==> src/core/pewp_pkg.sv <==
// package for the paged eeprom host-side write port controller
// assumes a single 100 MHz clock and a clockless eeprom on the pins
package pewp_pkg;

	// ----------------------------------------
	// geometry
	// ----------------------------------------
	localparam int ADDR_W = 17; // full address width
	localparam int DATA_W = 8; // data lines
	localparam int PAGE_LSB = 7; // first page address line
	localparam int PAGE_BYTES = 128; // bytes per page
	localparam int CMD_ADDR_W = 15; // command address decode width
	localparam int POLL_BIT = 7; // poll data bit position

	// ----------------------------------------
	// timing
	// ----------------------------------------
	localparam int CLK_PERIOD_NS = 10; // clock period
	localparam int WP_NS = 100; // least write strobe low
	localparam int WPH_NS = 50; // least write strobe high
	localparam int ACC_NS = 150; // read access, slower grade
	localparam int BLC_US = 150; // byte_load_window, longest
	localparam int WC_MS = 10; // program_cycle_time, longest
	localparam int WP_CYC = (WP_NS + CLK_PERIOD_NS - 1) / CLK_PERIOD_NS;
	localparam int WPH_CYC = (WPH_NS + CLK_PERIOD_NS - 1) / CLK_PERIOD_NS;
	localparam int ACC_CYC = (ACC_NS + CLK_PERIOD_NS - 1) / CLK_PERIOD_NS + 1;
	localparam int BLC_CYC = (BLC_US * 1000) / CLK_PERIOD_NS;
	localparam int WC_CYC = (WC_MS * 1000000) / CLK_PERIOD_NS;
	localparam int CNT_W = 24; // wide enough for WC_CYC
	localparam logic [CNT_W-1:0] CNT_ZERO = 24'h000000;
	localparam logic [CNT_W-1:0] CNT_ONE = 24'h000001;

	// ----------------------------------------
	// command ops
	// ----------------------------------------
	typedef enum logic [1:0] {
		PEWP_OP_READ,
		PEWP_OP_WRITE,
		PEWP_OP_POLL
	} pewp_op_e;

	// request from the user side
	typedef struct packed {
		pewp_op_e op;
		logic last; // last byte of a page load
		logic [ADDR_W-1:0] addr;
		logic [DATA_W-1:0] data;
	} pewp_req_s;

	// pins driven toward the eeprom
	typedef struct packed {
		logic ce_n;
		logic oe_n;
		logic we_n;
		logic [ADDR_W-1:0] addr;
		logic [DATA_W-1:0] dq;
		logic dq_oe;
	} pewp_pins_s;

endpackage : pewp_pkg

==> src/core/pewp_host.sv <==
// host controller that drives a paged parallel eeprom over its pins
// assumes pins are synchronous to clk_i and the user holds req until ready
`timescale 1ns/1ps
`default_nettype none

// How it works
// - whole page load keeps one page address
// - output drive held high during write strobe
// - next byte sent inside byte_load_window
// - one to 128 bytes follow enable sequence (t_lock also sends it with none after it, and the model still locks)
// - command bytes hex, addresses use low 15
module pewp_host #(
	parameter int BLC_CYCLES = pewp_pkg::BLC_CYC,
	parameter int WC_CYCLES = pewp_pkg::WC_CYC
) (
	// clock and reset
	input wire logic clk_i,
	input wire logic rst_n_i,
	// user request port
	input wire logic req_valid_i,
	input wire pewp_pkg::pewp_req_s req_i,
	output logic req_ready_o,
	output logic rsp_valid_o,
	output logic [pewp_pkg::DATA_W-1:0] rsp_data_o,
	output logic busy_o,
	output logic page_err_o,
	// eeprom pins
	output logic ce_n_o,
	output logic oe_n_o,
	output logic we_n_o,
	output logic [pewp_pkg::ADDR_W-1:0] addr_o,
	output logic [pewp_pkg::DATA_W-1:0] data_lines_o,
	output logic data_lines_oe_o,
	input wire logic [pewp_pkg::DATA_W-1:0] data_lines_i
);

	// ----------------------------------------
	// state
	// ----------------------------------------
	typedef enum {
		S_IDLE,
		S_WLOW,
		S_WHIGH,
		S_RD,
		S_WAITPROG
	} pewp_state_e;

	pewp_state_e state_q; // sequencer state
	pewp_pkg::pewp_pins_s pins_q; // registered pins
	logic [pewp_pkg::CNT_W-1:0] tmr_q; // phase timer
	logic [pewp_pkg::CNT_W-1:0] blc_q; // byte_load_window timer
	logic in_page_q; // a page load is open
	logic [pewp_pkg::ADDR_W-pewp_pkg::PAGE_LSB-1:0] page_q; // open page
	logic last_q; // current byte closes page
	logic poll_q; // current read is a poll
	logic [pewp_pkg::DATA_W-1:0] last_byte_q; // last byte written
	logic rsp_valid_q; // answer strobe
	logic [pewp_pkg::DATA_W-1:0] rsp_data_q; // answer data
	logic err_q; // page mismatch flag
	logic req_page_ok; // request page matches open page

	assign req_page_ok = !in_page_q ||
		(req_i.addr[pewp_pkg::ADDR_W-1:pewp_pkg::PAGE_LSB] == page_q);
	assign req_ready_o = (state_q == S_IDLE);
	assign busy_o = (state_q != S_IDLE) || in_page_q;
	assign rsp_valid_o = rsp_valid_q;
	assign rsp_data_o = rsp_data_q;
	assign page_err_o = err_q;
	assign ce_n_o = pins_q.ce_n;
	assign oe_n_o = pins_q.oe_n;
	assign we_n_o = pins_q.we_n;
	assign addr_o = pins_q.addr;
	assign data_lines_o = pins_q.dq;
	assign data_lines_oe_o = pins_q.dq_oe;

	// ----------------------------------------
	// sequencer
	// ----------------------------------------
	// one process drives pins and state together so they never disagree
	always_ff @(posedge clk_i or negedge rst_n_i) begin
		if (!rst_n_i) begin
			state_q <= S_IDLE;
			pins_q <= '{ce_n: 1'b1, oe_n: 1'b1, we_n: 1'b1, addr: '0, dq: '0, dq_oe: 1'b0};
			tmr_q <= pewp_pkg::CNT_ZERO;
			poll_q <= 1'b0;
			last_q <= 1'b0;
		end else begin
			unique case (state_q)
				// idle: start a read or write
				S_IDLE: begin
					if (req_valid_i && req_i.op == pewp_pkg::PEWP_OP_WRITE && req_page_ok) begin
						pins_q.oe_n <= 1'b1;
						// full address and data, falling strobes
						pins_q.addr <= req_i.addr;
						pins_q.dq <= req_i.data;
						pins_q.dq_oe <= 1'b1;
						pins_q.ce_n <= 1'b0;
						pins_q.we_n <= 1'b0;
						last_q <= req_i.last;
						tmr_q <= pewp_pkg::CNT_W'(pewp_pkg::WP_CYC);
						state_q <= S_WLOW;
					end else if (req_valid_i && req_i.op != pewp_pkg::PEWP_OP_WRITE) begin
						pins_q.addr <= req_i.addr;
						pins_q.dq_oe <= 1'b0;
						pins_q.ce_n <= 1'b0;
						pins_q.oe_n <= 1'b0;
						poll_q <= (req_i.op == pewp_pkg::PEWP_OP_POLL);
						tmr_q <= pewp_pkg::CNT_W'(pewp_pkg::ACC_CYC);
						state_q <= S_RD;
					end
				end
				// write strobe low
				S_WLOW: begin
					if (tmr_q == pewp_pkg::CNT_ONE) begin
						pins_q.we_n <= 1'b1;
						pins_q.ce_n <= 1'b1;
						tmr_q <= pewp_pkg::CNT_W'(pewp_pkg::WPH_CYC);
						state_q <= S_WHIGH;
					end else begin
						tmr_q <= tmr_q - pewp_pkg::CNT_ONE;
					end
				end
				// strobe high recovery, release data bus
				S_WHIGH: begin
					pins_q.dq_oe <= 1'b0;
					if (tmr_q == pewp_pkg::CNT_ONE) begin
						// closing byte lets window run out
						if (last_q) begin
							tmr_q <= pewp_pkg::CNT_W'(BLC_CYCLES + WC_CYCLES);
							state_q <= S_WAITPROG;
						end else begin
							state_q <= S_IDLE;
						end
					end else begin
						tmr_q <= tmr_q - pewp_pkg::CNT_ONE;
					end
				end
				// read access time
				S_RD: begin
					if (tmr_q == pewp_pkg::CNT_ONE) begin
						pins_q.ce_n <= 1'b1;
						pins_q.oe_n <= 1'b1;
						state_q <= S_IDLE;
					end else begin
						tmr_q <= tmr_q - pewp_pkg::CNT_ONE;
					end
				end
				S_WAITPROG: begin
					if (tmr_q == pewp_pkg::CNT_ONE) begin
						state_q <= S_IDLE;
					end else begin
						tmr_q <= tmr_q - pewp_pkg::CNT_ONE;
					end
				end
			endcase
		end
	end

	// ----------------------------------------
	// page load tracking
	// ----------------------------------------
	// the window restarts at every byte
	always_ff @(posedge clk_i or negedge rst_n_i) begin
		if (!rst_n_i) begin
			in_page_q <= 1'b0;
			page_q <= '0;
			blc_q <= pewp_pkg::CNT_ZERO;
			last_byte_q <= '0;
		end else if (state_q == S_WLOW && tmr_q == pewp_pkg::CNT_ONE) begin
			in_page_q <= !last_q;
			page_q <= pins_q.addr[pewp_pkg::ADDR_W-1:pewp_pkg::PAGE_LSB];
			blc_q <= pewp_pkg::CNT_W'(BLC_CYCLES);
			last_byte_q <= pins_q.dq;
		end else if (in_page_q && blc_q != pewp_pkg::CNT_ZERO) begin
			blc_q <= blc_q - pewp_pkg::CNT_ONE;
			if (blc_q == pewp_pkg::CNT_ONE) begin
				in_page_q <= 1'b0;
			end
		end
	end

	// ----------------------------------------
	// answers and error
	// ----------------------------------------
	// poll answers the poll bit match
	always_ff @(posedge clk_i or negedge rst_n_i) begin
		if (!rst_n_i) begin
			rsp_valid_q <= 1'b0;
			rsp_data_q <= '0;
			err_q <= 1'b0;
		end else begin
			rsp_valid_q <= (state_q == S_RD) && (tmr_q == pewp_pkg::CNT_ONE);
			if (state_q == S_RD && tmr_q == pewp_pkg::CNT_ONE) begin
				rsp_data_q <= poll_q ?
					{7'h00, data_lines_i[pewp_pkg::POLL_BIT] == last_byte_q[pewp_pkg::POLL_BIT]} :
					data_lines_i;
			end
			// refuse a write to another page
			if (req_valid_i && state_q == S_IDLE && req_i.op == pewp_pkg::PEWP_OP_WRITE) begin
				err_q <= !req_page_ok;
			end
		end
	end

	// ----------------------------------------
	// assertions
	// ----------------------------------------
	property p_oe_high_in_write;
		@(posedge clk_i) disable iff (!rst_n_i) (!we_n_o && !ce_n_o) |-> oe_n_o;
	endproperty
	a_oe_high_in_write: assert property (p_oe_high_in_write)
		else $error("output drive low during write strobe");

	property p_page_same;
		@(posedge clk_i) disable iff (!rst_n_i)
			($fell(we_n_o) && in_page_q) |->
			(addr_o[pewp_pkg::ADDR_W-1:pewp_pkg::PAGE_LSB] == page_q);
	endproperty
	a_page_same: assert property (p_page_same)
		else $error("page address changed in a page load");

	// strobe low length, counted for the width check
	logic [7:0] we_low_q; // cycles the write strobe has stayed low
	always_ff @(posedge clk_i or negedge rst_n_i) begin
		if (!rst_n_i) we_low_q <= 8'h00;
		else we_low_q <= we_n_o ? 8'h00 : we_low_q + 8'h01;
	end
	property p_strobe_width;
		@(posedge clk_i) disable iff (!rst_n_i)
			$rose(we_n_o) |-> we_low_q >= 8'(pewp_pkg::WP_CYC);
	endproperty
	a_strobe_width: assert property (p_strobe_width)
		else $error("write strobe low too short");

	property p_data_driven;
		@(posedge clk_i) disable iff (!rst_n_i) !we_n_o |-> data_lines_oe_o;
	endproperty
	a_data_driven: assert property (p_data_driven)
		else $error("data not driven while strobe low");

	property p_no_drive_on_read;
		@(posedge clk_i) disable iff (!rst_n_i) !oe_n_o |-> !data_lines_oe_o;
	endproperty
	a_no_drive_on_read: assert property (p_no_drive_on_read)
		else $error("bus contention on read");

	property p_window_bound;
		@(posedge clk_i) disable iff (!rst_n_i) blc_q <= pewp_pkg::CNT_W'(BLC_CYCLES);
	endproperty
	a_window_bound: assert property (p_window_bound)
		else $error("byte load window overrun");

	property p_last_waits;
		@(posedge clk_i) disable iff (!rst_n_i)
			(state_q == S_WHIGH && last_q && tmr_q == pewp_pkg::CNT_ONE) |=> state_q == S_WAITPROG;
	endproperty
	a_last_waits: assert property (p_last_waits)
		else $error("program time not waited");

	property p_read_answer;
		@(posedge clk_i) disable iff (!rst_n_i)
			(req_valid_i && req_ready_o && req_i.op == pewp_pkg::PEWP_OP_READ) |-> ##17 rsp_valid_o;
	endproperty
	a_read_answer: assert property (p_read_answer)
		else $error("read answer late");

	c_write: cover property (@(posedge clk_i) $rose(we_n_o));
	c_read: cover property (@(posedge clk_i) rsp_valid_o);
	c_prog: cover property (@(posedge clk_i) state_q == S_WAITPROG);
	c_err: cover property (@(posedge clk_i) page_err_o);

endmodule // pewp_host

`default_nettype wire

==> config.mk <==
export PLATFORM = sky130hd
export DESIGN_NAME = pewp_host
export DESIGN_NICKNAME = d
export VERILOG_FILES = /design/src/core/pewp_pkg.sv /design/src/core/pewp_host.sv
export SDC_FILE = /design/constraint.sdc
export NUM_CORES = 1
export LEC_CHECK = 0
export BUFFER_PORTS_ARGS = -buffer_cell sky130_fd_sc_hd__buf_4
export CORE_AREA = 2 2 138 140
export CTS_BUF_LIST = sky130_fd_sc_hd__clkbuf_4
export DETAILED_ROUTE_END_ITERATION = 7
export DIE_AREA = 0 0 140 142
export PLACE_DENSITY = 0.49
export SLEW_MARGIN = 10
export SYNTH_ARGS = -nofsm -noshare
export SYNTH_HDL_FRONTEND = slang
export SYNTH_SLANG_ARGS = --single-unit
==> constraint.sdc <==
create_clock -name clk_i -period 5.8 [get_ports clk_i]
set_input_delay 1.16 -clock clk_i [delete_from_list [all_inputs] [get_ports clk_i]]
set_output_delay 1.16 -clock clk_i [all_outputs]
set_load 0.02 [all_outputs]
==> results.cfg <==
[run_status]
violations = design-rule violations
outcome = finished with violations

[synth]
synth-edff-count = 0
synth-simple-area-share_pct = 21.8
synth_fa_ha_area_share_pct = 0.952
synth_cells = 540
synth_top_family_by_area = simple AND/OR/NAND/NOR gates
ys_ff_latch = 104
ys_types = 59
syn_avg_cell_area_um2 = 9.74
syn_area_mm2 = 0.00526
synth_ff_type = dfrtp_1
synth-seq-area-share_pct = 49.6
synth_mux_area_share_pct = 5.76
ys_warn_count = 0
ys_async_sr_fraction_pct = 100
synth_fp_nets = 583
synth_xor_xnor_area_share_pct = 5.33
synth_compound_area_share_pct = 13.7

[floorplanning]
die_area_mm2 = 0.0199
core_area_mm2 = 0.0185
fp.dieW_um = 140
start_util_pct = 28.5
ioPinCount = 80
die_h_um = 142
fp-row-count = 50

[timing]
worst_slew_pin_slew_ns = 1.07
relSlewSlack_pct = 27.9
hold_viol_final = 0
finalSetupTns_ns = 0
max_freq_ghz = 0.289
rsz0062_at_grt = false
maxSlewViolCount = 0
setup_violations = 0
fin_worst_skew_ns = 0.0192
fin_crit_sh_pct = 59.6
fin_crit_ns = 3.46

[clocking]
cts_inserted_buffers = 9
postCtsSetupRepairBufs = 0
root_buffer = clkbuf_4
cts_max_path_buffers = 2
post_cts_resized = 0
cts.reportedPaths.clkPinSlew_ns = 0.15
clock_latency_ns = 0.49
htreeDepth = 3
cts_tree = built
cts.sink_count = 104
hold_buffers = 0

[cells_and_area]
nFillCells = 1884
fin_area_mm2 = 0.00621
area_growth_pct = 18.1
drive_above_1_share_pct = 22.7
final_cell_mix = 101 x dfrtp_1, 84 x buf_4, 81 x nand2_1, 49 x nor2_1
final_nets = 654
final_common_cell = dfrtp_1

[routing]
firstDrtPassIters = 7
drc = 4
drtIter0Drc = 258
viasPerCell = 5.12
wl_per_cell_um = 16.2
num_vias = 4356
routed_wirelength_mm = 13.8
drtAntennaViolNets = 0

[placement]
place_area_mm2 = 0.00609
io_buffers = 79
dp_hpwl_mm = 10.0
place_congestion = 0.899

[worst_setup_path]
critPathRequiredTime_ns = 6.23
worstPathMaxFanout = 17
crit_start = tmr_q[6]
rrSetupSlack_ns = 2.34
endpoint_kind = register
crit_arrival_ns = 3.88
path_class = register to register
startpoint_type = register
reg2reg_from = tmr_q[6]

[pwr]
irDropWorstVdd_uv = 74.3
p_leak_uw = 0.00301
power.density_mw_per_mm2 = 205

[min_path]
min_from = rsp_data_o[1]
hold_path_class = register to register

[global_routing]
grt_pass1_vias = 4332
antenna_found_initial = 1
grt_usage_pct = 14.4
grt_max_degree = 62
grt_pass1_wl_mm = 22.8
gr-total-overflow = 0

[run]
maxCapViolCount = 0
[metrics by stage]
stage               setup WS, ns  power (uW)  util (%)  hold slack, ns  cells
finish                      2.34        1270      33.6           0.487    851
detailed placement          2.32         935      33.0           0.457    834
global placement            2.36         932      33.0           0.451    834
global route                2.13        1340      33.6           0.514    851
floorplan                   2.86         874         -           0.442    540
CTS                         2.33        1290      33.6           0.492    850
[final timing paths]
kind                            endpoint  cells past startpoint
setup / recovery               page_q[6]                      7
max in group asynchronous      blc_q[20]                      2
hold reg to reg            rsp_data_o[1]                      2
min in group asynchronous      addr_o[3]                      1
setup reg to reg               page_q[6]                      7
hold / removal             rsp_data_o[1]                      2
[worst max-delay path, cell delays in order, from the launching register on]
cell and delay, ns:
dfrtp_1 0.45, nor4_2 0.62, and4_1 0.54, nand3_1 0.34, nor3_2 0.93, buf_4 0.38, nand2_1 0.08, nand2_1 0.06
[flip-flops by register name, summed over array words and instances, names as in the netlist, 3 cells and up]
| register | count |
|---|---|
| page_q | 10 |
| state_q | 3 |
| blc_q | 24 |
| data_lines_o | 8 |
| tmr_q | 24 |
| rsp_data_o | 8 |
| addr_o | 17 |
[where the power goes]
| part | switching (uW) | total (uW) | internal [uW] |
|---|---|---|---|
| sequential | 48.8 | 811 | 762 |
| clock | 256 | 351 | 94.7 |
| combinational | 56.9 | 110 | 52.6 |
[layout make-up]
cell class | instances | area (um2) | share of cell area, %
Clock buffer | 10 | 75.1 | 1.21
Sequential cell | 104 | 2610 | 42.0
Multi-Input combinational cell | 398 | 2510 | 40.4
Timing Repair Buffer | 84 | 631 | 10.2
Antenna cell | 1 | 2.50 | 0.0403
Inverter | 14 | 52.6 | 0.846
Clock inverter | 6 | 43.8 | 0.705
Tap cell | 234 | 293 | 4.71
[metal layers]
metal	share of wire [%]	vias to the layer above	track usage [%]	wire length [um]
li1	-	2061	-	-
met1	46	2138	19.2	6410
met2	46	138	22.8	6360
met3	5.6	19	3.03	770
met4	1.9	0	5.95	266
met5	0	-	0	0
[Yosys cell counts (2+ instances only)]
master     number  area [um2]
a2111oi_0       2        17.5
dfstp_2         3        78.8
o211ai_1        3        22.5
buf_2           6        30.0
o31ai_1         5        37.5
and2_1          2        12.5
nand3_1        13        65.1
nand2_1        81         304
o22a_1          3        26.3
a211oi_1        2        15.0
o21a_1          3        22.5
or3_1           6        37.5
a21o_1          3        22.5
mux2_2         26         293
o31a_1          2        17.5
nand3b_1       13        97.6
dfrtp_1       101        2530
nor4_2          2        25.0
nand4_1         7        43.8
a21oi_1        23         115
o41ai_1         2        17.5
a31oi_1         5        31.3
nor2b_1         4        25.0
ha_1            4        50.1
a2bb2oi_1       2        17.5
xnor2_1        17         149
o2bb2ai_1       3        26.3
o21ai_0        26         130
xor2_1         15         131
a22oi_1         2        15.0
nor2_1         49         184
nand2b_1        3        18.8
a21boi_1        2        15.0
nor4_1         13        81.3
nor3_1         18        90.1
a22o_1         10        87.6
or2_2           3        18.8
or4_1           5        37.5
clkbuf_1       16        60.1
buf_1           2        7.51
inv_1          14        52.6
and3_1          2        12.5
[kinds of logic (layout without fill, tap and decap cells)]
family                   count (synthesis)  after routing
XOR/XNOR                                32             32
multiplexers                            27             27
flip-flops                             104            104
AO/OA/AOI/OAI                          105            105
AND/OR/NAND/NOR                        230            230
adder cells (fa/ha/maj)                  4              4
buffers and inverters                   38            114
other                                    0              1
Note: power is estimated with default switching activity, not from simulation.
